File: config.mk
export PLATFORM = sky130hd
export DESIGN_NAME = link_init_sequencer
export DESIGN_NICKNAME = d
export VERILOG_FILES = /design/src/verilog/link_init_pkg.sv /design/src/verilog/link_init_sequencer.sv
export SDC_FILE = /design/constraint.sdc
export NUM_CORES = 1
export LEC_CHECK = 0
export ABC_AREA = 1
export BUFFER_PORTS_ARGS = -buffer_cell sky130_fd_sc_hd__buf_2
export CAP_MARGIN = 10
export CORE_UTILIZATION = 60
export DETAILED_ROUTE_END_ITERATION = 10
export GPL_ROUTABILITY_DRIVEN = 1
export PLACE_DENSITY = 0.88
export RECOVER_POWER = 100
export SLEW_MARGIN = 20
export SYNTH_ARGS = -nofsm -noshare
export SYNTH_HDL_FRONTEND = slang
export SYNTH_SLANG_ARGS = --single-unit
File: constraint.sdc
create_clock -name clk -period 2.9 [get_ports clk]
set_input_delay 0.145 -clock clk [delete_from_list [all_inputs] [get_ports clk]]
set_output_delay 0.145 -clock clk [all_outputs]
set_load 0.02 [all_outputs]
File: src/verilog/link_init_pkg.sv
// package: constants and types for the camera link init sequencer
package link_init_pkg;

  // ************************************************************
  // i2c addresses (7-bit)
  // ************************************************************
  localparam logic [6:0] HUB_ADDR = 7'h3d;
  localparam logic [6:0] SER_ALIAS_ADDR = 7'h74;
  localparam logic [6:0] IMAGER_ADDR = 7'h40;

  // ************************************************************
  // sequence table
  // ************************************************************
  localparam int NUM_WRITES = 14;
  localparam int NUM_HUB_WRITES = 10;

  typedef struct packed {
    logic [7:0] reg_addr;
    logic [7:0] value;
  } cfg_write_s;

  localparam cfg_write_s SEQ_TABLE [NUM_WRITES] = '{
    '{8'h4c, 8'h01}, '{8'h58, 8'h5d}, '{8'h5c, 8'he8}, '{8'h5d, 8'h80},
    '{8'h66, 8'h80}, '{8'h6d, 8'h7c}, '{8'h32, 8'h01}, '{8'h33, 8'h03},
    '{8'h21, 8'h03}, '{8'h20, 8'h80},
    '{8'h06, 8'h21}, '{8'h07, 8'h2a}, '{8'h0e, 8'h3c}, '{8'h0d, 8'h01}
  };

  // ************************************************************
  // software port map (byte addresses)
  // ************************************************************
  localparam logic [3:0] CTRL_OFFSET = 4'h0;
  localparam logic [3:0] STATUS_OFFSET = 4'h4;
  localparam logic [3:0] PROGRESS_OFFSET = 4'h8;
  localparam int CTRL_START_BIT = 0;
  localparam int CTRL_POWER_BIT = 1;
  localparam int ST_BUSY_BIT = 0;
  localparam int ST_DONE_BIT = 1;
  localparam int ST_FAIL_BIT = 2;
  localparam int ST_POWER_BIT = 3;

  // ************************************************************
  // timing
  // ************************************************************
  localparam int CLK_HZ = 50_000_000;
  localparam int SCL_HZ = 100_000;
  localparam int QUARTER_CYCLES = CLK_HZ / (SCL_HZ * 4);
  localparam int SETTLE_MS = 10;
  localparam int SETTLE_CYCLES = (CLK_HZ / 1000) * SETTLE_MS;

  typedef enum logic [3:0] {
    ST_IDLE, ST_SETTLE, ST_START, ST_BIT, ST_ACK, ST_STOP, ST_NEXT,
    ST_DONE, ST_FAIL
  } seq_state_e;

  typedef struct packed {
    logic [3:0] addr;
    logic [31:0] wdata;
    logic wr;
    logic rd;
  } sw_req_s;

endpackage : link_init_pkg

File: src/verilog/link_init_sequencer.sv
// module: i2c master that brings up the camera serial link
`timescale 1ns/10ps

// Functional notes
// - hub deserializer at 7-bit address 0x3d
// - first write 0x01 to hub 0x4c
// - write 0x5d to hub 0x58
// - write 0xe8 to hub 0x5c
// - write 0x80 to hub 0x5d
// - write 0x80 to hub 0x66
// - write 0x7c to hub 0x6d
// - write 0x01 to hub 0x32
// - write 0x03 to hub 0x33
// - write 0x03 to hub 0x21
// - write 0x80 to hub 0x20
// - then address serializer at alias 0x74
// - write 0x21 to serializer 0x06
// - write 0x2a to serializer 0x07
// - write 0x3c to serializer 0x0e
// - write 0x01 to 0x0d releases imager reset
// - imager at 0x40 only after both configured
// - power-down input low until supplies settle
module link_init_sequencer #(
  parameter int SETTLE_COUNT = link_init_pkg::SETTLE_CYCLES,
  parameter int QUARTER_COUNT = link_init_pkg::QUARTER_CYCLES
) (
  input wire logic clk, // 50 mhz system clock
  input wire logic reset, // synchronous, active high
  input wire link_init_pkg::sw_req_s sw_req, // software request
  output logic [31:0] rdata, // read data, cycle after rd
  input wire logic supplies_good, // pin: all rails in regulation
  output logic power_down_input, // serializer enable, low holds off
  input wire logic scl_in, // i2c clock pin level
  output logic scl_oe, // drives scl low when high
  input wire logic sda_in, // i2c data pin level
  output logic sda_oe, // drives sda low when high
  output logic link_ready // high once imager may be addressed
);
  import link_init_pkg::*;

  // ************************************************************
  // pin synchronisers
  // ************************************************************
  logic [1:0] sda_sync_r;
  logic [1:0] scl_sync_r;
  logic [1:0] good_sync_r;

  always_ff @(posedge clk) begin
    sda_sync_r <= {sda_sync_r[0], sda_in};
    scl_sync_r <= {scl_sync_r[0], scl_in};
    good_sync_r <= {good_sync_r[0], supplies_good};
  end

  wire sda_s = sda_sync_r[1];
  wire scl_s = scl_sync_r[1];
  wire good_s = good_sync_r[1];

  // ************************************************************
  // state
  // ************************************************************
  seq_state_e state_r, state_nxt;
  logic [31:0] wait_r, wait_nxt;
  logic [1:0] phase_r, phase_nxt;
  logic [3:0] bit_r, bit_nxt;
  logic [1:0] byte_r, byte_nxt;
  logic [4:0] idx_r, idx_nxt;
  logic [7:0] shift_r, shift_nxt;
  logic scl_oe_r, scl_oe_nxt;
  logic sda_oe_r, sda_oe_nxt;
  logic power_r, power_nxt;
  logic power_en_r;
  logic done_r, done_nxt;
  logic fail_r, fail_nxt;
  logic [31:0] rdata_r, rdata_nxt;
  logic link_ready_r, link_ready_nxt;

  // ************************************************************
  // software port decode
  // ************************************************************
  wire ctrl_hit = sw_req.wr && sw_req.addr == CTRL_OFFSET;
  wire start_req = ctrl_hit && sw_req.wdata[CTRL_START_BIT];
  wire busy = state_r != ST_IDLE && state_r != ST_DONE &&
              state_r != ST_FAIL;
  wire [31:0] status_word = {28'h0, power_r, fail_r, done_r, busy};
  wire [31:0] progress_word = {27'h0, idx_r};
  wire [31:0] read_mux = (sw_req.addr == CTRL_OFFSET) ?
                           {30'h0, power_en_r, 1'b0} :
                         (sw_req.addr == STATUS_OFFSET) ? status_word :
                         (sw_req.addr == PROGRESS_OFFSET) ? progress_word :
                         32'h0;

  always_ff @(posedge clk) begin
    if (reset) begin
      power_en_r <= 1'b0;
    end else if (ctrl_hit) begin
      power_en_r <= sw_req.wdata[CTRL_POWER_BIT];
    end
  end

  // ************************************************************
  // byte selection for the current write
  // ************************************************************
  cfg_write_s cur_w;
  assign cur_w = SEQ_TABLE[idx_r[3:0]];
  wire to_hub = idx_r < 5'(NUM_HUB_WRITES);
  // first ten go to the hub, the rest through the serializer alias
  wire [6:0] dev_addr = to_hub ? HUB_ADDR : SER_ALIAS_ADDR;
  wire [7:0] byte_sel = (byte_r == 2'd0) ? {dev_addr, 1'b0} :
                        (byte_r == 2'd1) ? cur_w.reg_addr : cur_w.value;
  wire last_write = idx_r == 5'(NUM_WRITES - 1);
  wire quarter_done = wait_r == 32'(QUARTER_COUNT - 1);
  // clock stretching: hold the high phase while a slave keeps scl low
  wire stretch = phase_r == 2'd2 && !scl_s;

  // ************************************************************
  // sequencer
  // ************************************************************
  always_comb begin
    state_nxt = state_r;
    wait_nxt = wait_r;
    phase_nxt = phase_r;
    bit_nxt = bit_r;
    byte_nxt = byte_r;
    idx_nxt = idx_r;
    shift_nxt = shift_r;
    scl_oe_nxt = scl_oe_r;
    sda_oe_nxt = sda_oe_r;
    power_nxt = power_r;
    done_nxt = done_r;
    fail_nxt = fail_r;
    rdata_nxt = sw_req.rd ? read_mux : rdata_r;
    // dropping supplies or software disable pulls the serializer down
    if (!good_s || !power_en_r) begin
      power_nxt = 1'b0;
    end
    case (state_r)
      ST_IDLE, ST_DONE, ST_FAIL: begin
        scl_oe_nxt = 1'b0;
        sda_oe_nxt = 1'b0;
        if (start_req) begin
          state_nxt = ST_SETTLE;
          wait_nxt = 32'h0;
          power_nxt = 1'b0;
          done_nxt = 1'b0;
          fail_nxt = 1'b0;
          idx_nxt = 5'h0;
        end
      end
      ST_SETTLE: begin
        // rails must stay good for the whole settle time
        if (!good_s || !power_en_r) begin
          wait_nxt = 32'h0;
        end else if (wait_r == 32'(SETTLE_COUNT - 1)) begin
          power_nxt = 1'b1;
          wait_nxt = 32'h0;
          state_nxt = ST_START;
          phase_nxt = 2'd0;
        end else begin
          wait_nxt = wait_r + 32'h1;
        end
      end
      ST_START: begin
        wait_nxt = quarter_done ? 32'h0 : wait_r + 32'h1;
        if (quarter_done) begin
          phase_nxt = phase_r + 2'd1;
          case (phase_r)
            2'd0: sda_oe_nxt = 1'b1;
            2'd1: scl_oe_nxt = 1'b1;
            default: begin
              byte_nxt = 2'd0;
              bit_nxt = 4'd0;
              shift_nxt = {dev_addr, 1'b0};
              phase_nxt = 2'd0;
              state_nxt = ST_BIT;
            end
          endcase
        end
      end
      ST_BIT, ST_ACK: begin
        wait_nxt = (quarter_done || stretch) ? 32'h0 : wait_r + 32'h1;
        if (quarter_done && !stretch) begin
          phase_nxt = phase_r + 2'd1;
          case (phase_r)
            2'd0: sda_oe_nxt = (state_r == ST_BIT) ? !shift_r[7] : 1'b0;
            2'd1: scl_oe_nxt = 1'b0;
            2'd2: begin
              if (state_r == ST_ACK && sda_s) begin
                fail_nxt = 1'b1;
              end
            end
            default: begin
              scl_oe_nxt = 1'b1;
              if (state_r == ST_BIT) begin
                shift_nxt = {shift_r[6:0], 1'b0};
                bit_nxt = bit_r + 4'd1;
                if (bit_r == 4'd7) begin
                  state_nxt = ST_ACK;
                end
              end else if (fail_r) begin
                state_nxt = ST_STOP;
              end else if (byte_r == 2'd2) begin
                state_nxt = ST_STOP;
              end else begin
                byte_nxt = byte_r + 2'd1;
                bit_nxt = 4'd0;
                shift_nxt = (byte_r == 2'd0) ? cur_w.reg_addr : cur_w.value;
                state_nxt = ST_BIT;
              end
            end
          endcase
        end
      end
      ST_STOP: begin
        wait_nxt = (quarter_done || stretch) ? 32'h0 : wait_r + 32'h1;
        if (quarter_done && !stretch) begin
          phase_nxt = phase_r + 2'd1;
          case (phase_r)
            2'd0: sda_oe_nxt = 1'b1;
            2'd1: scl_oe_nxt = 1'b0;
            2'd2: sda_oe_nxt = 1'b0;
            default: state_nxt = fail_r ? ST_FAIL : ST_NEXT;
          endcase
        end
      end
      ST_NEXT: begin
        // table order is the bring-up order, hub before serializer
        if (last_write) begin
          done_nxt = 1'b1;
          state_nxt = ST_DONE;
        end else begin
          idx_nxt = idx_r + 5'h1;
          phase_nxt = 2'd0;
          wait_nxt = 32'h0;
          state_nxt = ST_START;
        end
      end
      default: state_nxt = ST_IDLE;
    endcase
    link_ready_nxt = done_nxt && power_nxt;
  end

  // one short block per flop keeps each reset value beside its register
  always_ff @(posedge clk) begin
    if (reset) begin
      state_r <= ST_IDLE;
    end else begin
      state_r <= state_nxt;
    end
  end
  always_ff @(posedge clk) begin
    if (reset) begin
      wait_r <= 32'h0;
    end else begin
      wait_r <= wait_nxt;
    end
  end
  always_ff @(posedge clk) begin
    if (reset) begin
      phase_r <= 2'd0;
    end else begin
      phase_r <= phase_nxt;
    end
  end
  always_ff @(posedge clk) begin
    if (reset) begin
      bit_r <= 4'd0;
    end else begin
      bit_r <= bit_nxt;
    end
  end
  always_ff @(posedge clk) begin
    if (reset) begin
      byte_r <= 2'd0;
    end else begin
      byte_r <= byte_nxt;
    end
  end
  always_ff @(posedge clk) begin
    if (reset) begin
      idx_r <= 5'h0;
    end else begin
      idx_r <= idx_nxt;
    end
  end
  always_ff @(posedge clk) begin
    if (reset) begin
      shift_r <= 8'h0;
    end else begin
      shift_r <= shift_nxt;
    end
  end
  always_ff @(posedge clk) begin
    if (reset) begin
      scl_oe_r <= 1'b0;
    end else begin
      scl_oe_r <= scl_oe_nxt;
    end
  end
  always_ff @(posedge clk) begin
    if (reset) begin
      sda_oe_r <= 1'b0;
    end else begin
      sda_oe_r <= sda_oe_nxt;
    end
  end
  always_ff @(posedge clk) begin
    if (reset) begin
      power_r <= 1'b0;
    end else begin
      power_r <= power_nxt;
    end
  end
  always_ff @(posedge clk) begin
    if (reset) begin
      done_r <= 1'b0;
    end else begin
      done_r <= done_nxt;
    end
  end
  always_ff @(posedge clk) begin
    if (reset) begin
      fail_r <= 1'b0;
    end else begin
      fail_r <= fail_nxt;
    end
  end
  always_ff @(posedge clk) begin
    if (reset) begin
      rdata_r <= 32'h0;
    end else begin
      rdata_r <= rdata_nxt;
    end
  end
  always_ff @(posedge clk) begin
    if (reset) begin
      link_ready_r <= 1'b0;
    end else begin
      link_ready_r <= link_ready_nxt;
    end
  end

  // ************************************************************
  // outputs
  // ************************************************************
  assign rdata = rdata_r;
  assign power_down_input = power_r;
  assign scl_oe = scl_oe_r;
  assign sda_oe = sda_oe_r;
  // imager at IMAGER_ADDR is usable once done and powered; reset released write
  assign link_ready = link_ready_r;

endmodule : link_init_sequencer

After elaboration in Yosys (flattened, before gate mapping)
Memory sizes are Yosys's and may differ from the RTL's.
Index checks and enable logic that the tools add are counted.
{"block": "word_totals", "reg_bits": 102, "latch_bits": 0, "mem_bits_rw": 0, "romBits": 256, "in_bits": 43, "output_inout_bits": 36, "wordCells": 204, "memories": 1}
{"block": "classes", "n_addsub": 5, "multipliers": 0, "n_div": 0, "n_lt_le_gt_ge": 2, "n_eq_ne": 44, "shifts": 0, "n_mux": 92, "bitwise": 1, "reduce_logical": 41}
{"memory": "(name not given)", "words": 16, "width": 16, "read_ports": 1, "rd_clocked_by_memory_dff": 0, "wr": 0, "line_no": "link_init_sequencer.sv:104", "rtl": "assign cur_w = SEQ_TABLE[idx_r[3:0]];"}
{"op": "32-bit 2-to-1 mux", "count": 6}
{"op": "32-bit case mux with 5 select lines", "count": 1}
{"op": "4-bit 2-to-1 mux", "count": 19}
{"op": "8-bit 2-to-1 mux", "count": 8}
{"op": "2-bit != test (second input constant)", "count": 19}
{"op": "32-bit by 1-bit adder with 32-bit output (second input constant)", "count": 1}
{"op": "32-bit by 19-bit equality test with 1-bit output (second input constant)", "count": 1}
{"op": "32-bit by 7-bit equality test with 1-bit output (second input constant)", "count": 1}
{"op": "16-bit 2-to-1 mux", "count": 2}
{"op": "2-bit 2-to-1 mux", "count": 13}
{"op": "5-bit 2-to-1 mux", "count": 5}
{"op": "4-bit by 3-bit equality test with 1-bit output (second input constant)", "count": 6}
{"op": "4-bit case mux with 6 select lines", "count": 1}
{"op": "1-bit 2-to-1 mux", "count": 21}
{"op": "7-bit AND reduction", "count": 3}
{"op": "8-bit case mux with 2 select lines", "count": 1}
{"op": "3-bit != test (second input constant)", "count": 4}
{"op": "4-bit nonzero test", "count": 3}
{"op": "1-bit case mux with 2 select lines", "count": 5}
{"op": "5-bit case mux with 2 select lines", "count": 1}
{"op": "10-bit AND reduction", "count": 1}
{"op": "3-bit 2-to-1 mux", "count": 3}
{"op": "3-bit OR reduction", "count": 3}
{"op": "4-bit by 2-bit equality test with 1-bit output (second input constant)", "count": 2}
{"op": "31 further kinds", "count": 55}

Longest topological paths before layout
{"block": "logic_depth", "ltp_word": 11, "depth_mapped": 14, "depth_no_buf": 13}

Least setup slack after synthesis
OpenSTA, ideal clock, no wires.
{"block": "synth_timing", "path_type": "reg2reg", "start": "register phase_r[0]", "end": "register state_r[1]", "setup_ns": 0.114, "arrival_ns": 1.670, "required_time_ns": 2.786, "path_slack_ns": 1.116, "path_stages_with_launch": 11, "n_path_buf": 0, "synth_period_minus_slack_ns": 1.784, "cell_sequence": "dfxtp_1 > inv_1 > ha_1 > or2_2 > nand2_1 > nand2_1 > nand3b_1 > nor2_1 > nand3_1 > nor2_1 > nor2_1"}
{"block": "synth_between", "elab_chain_len": 6, "elab_cells_between_ends": 14, "cone_classes": "eq/ne: 7; reduce/logical: 7"}
{"element": "start, declared", "line_no": "link_init_sequencer.sv:63", "rtl": "logic [1:0] phase_r, phase_nxt;"}
{"element": "start signal, assigned", "line_no": "link_init_sequencer.sv:261", "rtl": "phase_r <= phase_nxt;"}
{"element": "2-bit equality test", "line_no": "link_init_sequencer.sv:113, link_init_sequencer.sv:183, link_init_sequencer.sv:217"}
{"element": "1-bit logical AND", "line_no": "link_init_sequencer.sv:113", "rtl": "wire stretch = phase_r == 2'd2 && !scl_s;"}
{"element": "1-bit zero test", "line_no": "link_init_sequencer.sv:181, link_init_sequencer.sv:215"}
{"element": "1-bit logical AND", "line_no": "link_init_sequencer.sv:181, link_init_sequencer.sv:215"}
{"element": "2-bit != test (no source line)"}
{"element": "10-bit AND reduction (no source line) (*)"}
{"element": "end signal, assigned", "line_no": "link_init_sequencer.sv:247", "rtl": "state_r <= state_nxt;"}
{"element": "end, declared", "line_no": "link_init_sequencer.sv:61", "rtl": "seq_state_e state_r, state_nxt;"}
Every way passes the cells marked *; elsewhere a longest branch is shown, timed or not.
A chain may end at the register's enable or synchronous reset.

Final worst setup path
{"block": "layout_timing", "start": "register state_r[1]", "end": "register wait_r[31]"}
{"block": "layout_between", "elab_chain_len": 4, "elab_cells_between_ends": 16, "cone_classes": "eq/ne: 10; mux: 1; reduce/logical: 5"}
{"element": "4-bit by 2-bit equality test with 1-bit output, or another cell as far along", "line_no": "link_init_sequencer.sv:136", "rtl": "case (state_r)"}
{"element": "3-bit OR reduction, on equally long branches"}
{"element": "5-bit nonzero test (no source line) / 2-bit != test (equally long branches)"}
{"element": "3-bit AND reduction (no source line)"}
{"element": "end signal, assigned", "line_no": "link_init_sequencer.sv:254", "rtl": "wait_r <= wait_nxt;"}
{"element": "end, declared", "line_no": "link_init_sequencer.sv:62", "rtl": "logic [31:0] wait_r, wait_nxt;"}
Several ways; a longest one is shown, not always the timed one.

==> flow_summary.json <==
{
  "grt_max_degree": 25,
  "cts_made_buffers": 9,
  "synth_xor_xnor_area_share_pct": 1.68,
  "grt_overflow_total": 0,
  "drc": 0,
  "die_area_sq_mm": 0.00909,
  "reg2reg_slack_ns": 0.40,
  "grt_usage_pct": 28.0,
  "cap_viol_max_count": 0,
  "post-route-util_pct": 65.0,
  "seq_power_share_pct": 31.2,
  "first_global_vias": 4500,
  "cts.htree.levels": 3,
  "syn_avg_cell_area_sq_um": 6.36,
  "p_per_area_mw_per_mm2": 746,
  "relSlewSlack_pct": 48.4,
  "synth_fa_ha_area_share_pct": 5.27,
  "synth_top_family_by_area": "simple AND/OR/NAND/NOR gates",
  "dr_wl_met2_microns": 5290,
  "crit_required_ns": 3.21,
  "rr_startpoint": "state_r[1]",
  "ys_ff_latch": 75,
  "tns_ns": 0,
  "rsz0062_at_grt": "no",
  "max_stage_delay_ns": 0.64,
  "detail-route-antenna-nets": 0,
  "synth_top_area_cell": "dfxtp_1",
  "grt_pass1_wl_microns": 19900,
  "nFillCells": 777,
  "die_height_microns": 95.3,
  "post_drt_wl_per_cell_microns": 12.4,
  "timing.hold.ws_ns": 0.0467,
  "synth_top_cells_by_count": "nand2_1, nor2_1, inv_1",
  "min_from": "sw_req[0]",
  "worst_path_max_delay_cell": "o21ai_0",
  "ys_warn_count": 0,
  "stdcell_count": 951,
  "holdCritPathClass": "input port to flop",
  "syn_area_sq_mm": 0.00523,
  "intPower_mw": 2.06,
  "yosysMostFrequentCell": "nand2_1",
  "swShare_pct": 49.1,
  "cts_root_buf": "clkbuf_8",
  "post-route-min-period_ns": 2.50,
  "critical_path_class": "flop to flop",
  "max_clock_freq_mhz": 401,
  "n_antenna_cell": 0,
  "synth_top_area_share_pct": 28.7,
  "post-cts-setup-buffers": 0,
  "crit_path_max_fanout": 24,
  "drive_above_1_share_pct": 9.57,
  "finalSetupViolCount": 0,
  "synth_edf_count": 0,
  "yosys-top-cells-area": "dfxtp_1, nand2_1, nor2_1, inv_1, nand3_1",
  "rows": 33,
  "die_w_microns": 95.3,
  "tritoncts": "done",
  "reg2regPathDepth": 7,
  "clk_path_buf_depth": 2,
  "drt_iter0_drc": 403,
  "area_growth_pct": 3.76,
  "ys_types": 44,
  "via_count": 5101,
  "synthArstFlopShare_pct": 0,
  "met3_wirelength_microns": 681,
  "final_nets": 906,
  "endpoint_kind": "flop",
  "ioPinCount": 79,
  "clk_latency_ns": 0.37,
  "drv_slew": 0,
  "power.share.clock_pct": 19.1,
  "outcome": "completed",
  "muxShareOfSynthArea_pct": 0,
  "cp.arrival_ns": 2.80,
  "antenna_found_initial": 0,
  "power_switching_mw": 1.98,
  "crit_chain": "nand2_1, o21ai_0, nand2_2, nand2_4, o21ai_2, clkbuf_2, nor2_1",
  "dr.pass1.iters": 6,
  "hold_depth": 2,
  "post-place-cells": 932,
  "core_area_sq_mm": 0.00834,
  "finalWirelength_microns": 11800,
  "reg2reg_to": "wait_r[31]",
  "worstPathBufferInverterCount": 1,
  "fin_skew_ns": 0.0111,
  "worst_pin_slew_ns": 0.766,
  "ir_drop_mv": 0.366,
  "p_comb_share_pct": 49.7,
  "io_buffers": 21,
  "p_total_mw": 4.04,
  "gp_congestion": 0.949,
  "syn_inst": 821,
  "start_kind": "flop",
  "clkSinkCount": 75,
  "report.final.hold_viol_count": 0,
  "highest-signal-layer": "met4",
  "avgViaCountPerCell": 5.36,
  "clk_pin_slew_ns": 0.09,
  "fin_crit_sh_pct": 86.1,
  "hpwl_microns": 8790,
  "initial_core_util_pct": 62.6,
  "hold_end": "rdata[4]",
  "synth_ff_type": "dfxtp_1",
  "ys_seq_area_share_pct": 28.7,
  "synthSimpleGateAreaFrac_pct": 41.7,
  "power_leakage_nw": 2.29,
  "crit_family": "simple AND/OR/NAND/NOR gates",
  "met1_length_microns": 5560,
  "synth_compound_area_share_pct": 9.79
}
## power groups by stage
stage,sequential (mW),combinational (mW),clock (mW)
floorplan,1.27,1.78,0
global placement,1.28,2.02,0
detailed placement,1.28,2.05,0
CTS,1.26,2.07,0.791
global route,1.28,2.27,0.831
finish,1.26,2.01,0.773
## per-layer routing
| layer | vias to the layer above | track usage [%] |
|---|---|---|
| li1 | 2620 | - |
| met1 | 2297 | 36.6 |
| met2 | 156 | 44.9 |
| met3 | 28 | 5.26 |
| met4 | 0 | 11.6 |
| met5 | - | 0 |
## stage by stage
| step | worst slack (ns) | cell area [sq um] |
|---|---|---|
| floorplan | 1.12 | 5320 |
| global placement | 0.699 | 5270 |
| detailed placement | 0.637 | 5270 |
| CTS | 0.637 | 5480 |
| global route | 0.225 | 5420 |
| finish | 0.404 | 5420 |
## state kept, by name, summed over array words and instances, names as in the netlist
name and cells:
wait_r 32, shift_r 8, idx_r 5, rdata 5, bit_r 4, state_r 4, byte_r 2, good_sync_r 2
phase_r 2, scl_sync_r 2, sda_sync_r 2, done_r 1, fail_r 1, link_ready 1, power_down_input 1, power_en_r 1
scl_oe 1, sda_oe 1
## worst max path at each step
stage / to / cells past startpoint / from / slack, ns
final: wait_r[31] / 7 / state_r[1] / 0.40
after global routing: wait_r[31] / 10 / idx_r[2] / 0.23
after CTS: wait_r[31] / 9 / idx_r[1] / 0.64
after detailed placement: wait_r[31] / 9 / idx_r[1] / 0.64
after global placement: wait_r[31] / 9 / idx_r[1] / 0.70
after floorplan: state_r[1] / 10 / phase_r[0] / 1.12
## cell usage in the layout (no fill, tap or decap), drive strengths merged
master,Yosys,routed
nand2,209,209
a31oi,1,1
nand3b,3,3
xor2,6,6
clkinv,1,1
a22o,1,1
inv,89,93
o211ai,4,4
a21oi,35,35
nor3b,2,2
or2,2,2
ha,22,22
o31ai,1,1
o221ai,1,1
clkinvlp,0,3
nand4,23,23
nand3,59,59
conb,1,27
buf,37,14
and3,1,1
dfxtp,75,75
o2111ai,2,2
nor2,170,170
o21bai,3,3
xnor2,4,4
o311ai,1,1
o21ai,31,31
clkbuf,9,21
a21o,1,1
nor3,21,21
o22ai,6,6
dlygate4sd3,0,3
## logic make-up (layout without fill, tap and decap cells)
| kind of cell | Yosys count | in the layout |
|---|---|---|
| adders and majority gates | 22 | 22 |
| and+or+nand+nor | 490 | 490 |
| buffers and inverters | 136 | 135 |
| AOI/OAI and AO/OA | 87 | 87 |
| other | 1 | 27 |
| DFF | 75 | 75 |
| xor gates and xnor gates | 10 | 10 |
## area by class of cell
class                           instances  area [sq um]  area share, %
Clock inverter                          7          60.1           1.11
Inverter                               90           339           6.25
Multi-Input combinational cell        636          3110           57.4
Clock buffer                            9           124           2.28
Tap cell                              105           131           2.42
Timing Repair Buffer                   29           151           2.79
Sequential cell                        75          1500           27.7
## timing repair
item | 4_1_cts | 5_1_grt
endpoints found under the hold margin | 3 | 0
setup endpoints to repair | 0 | 0
hold buffers | 3 | 0
resized for setup | 0 | 0
(Power assumes the default switching activity.)
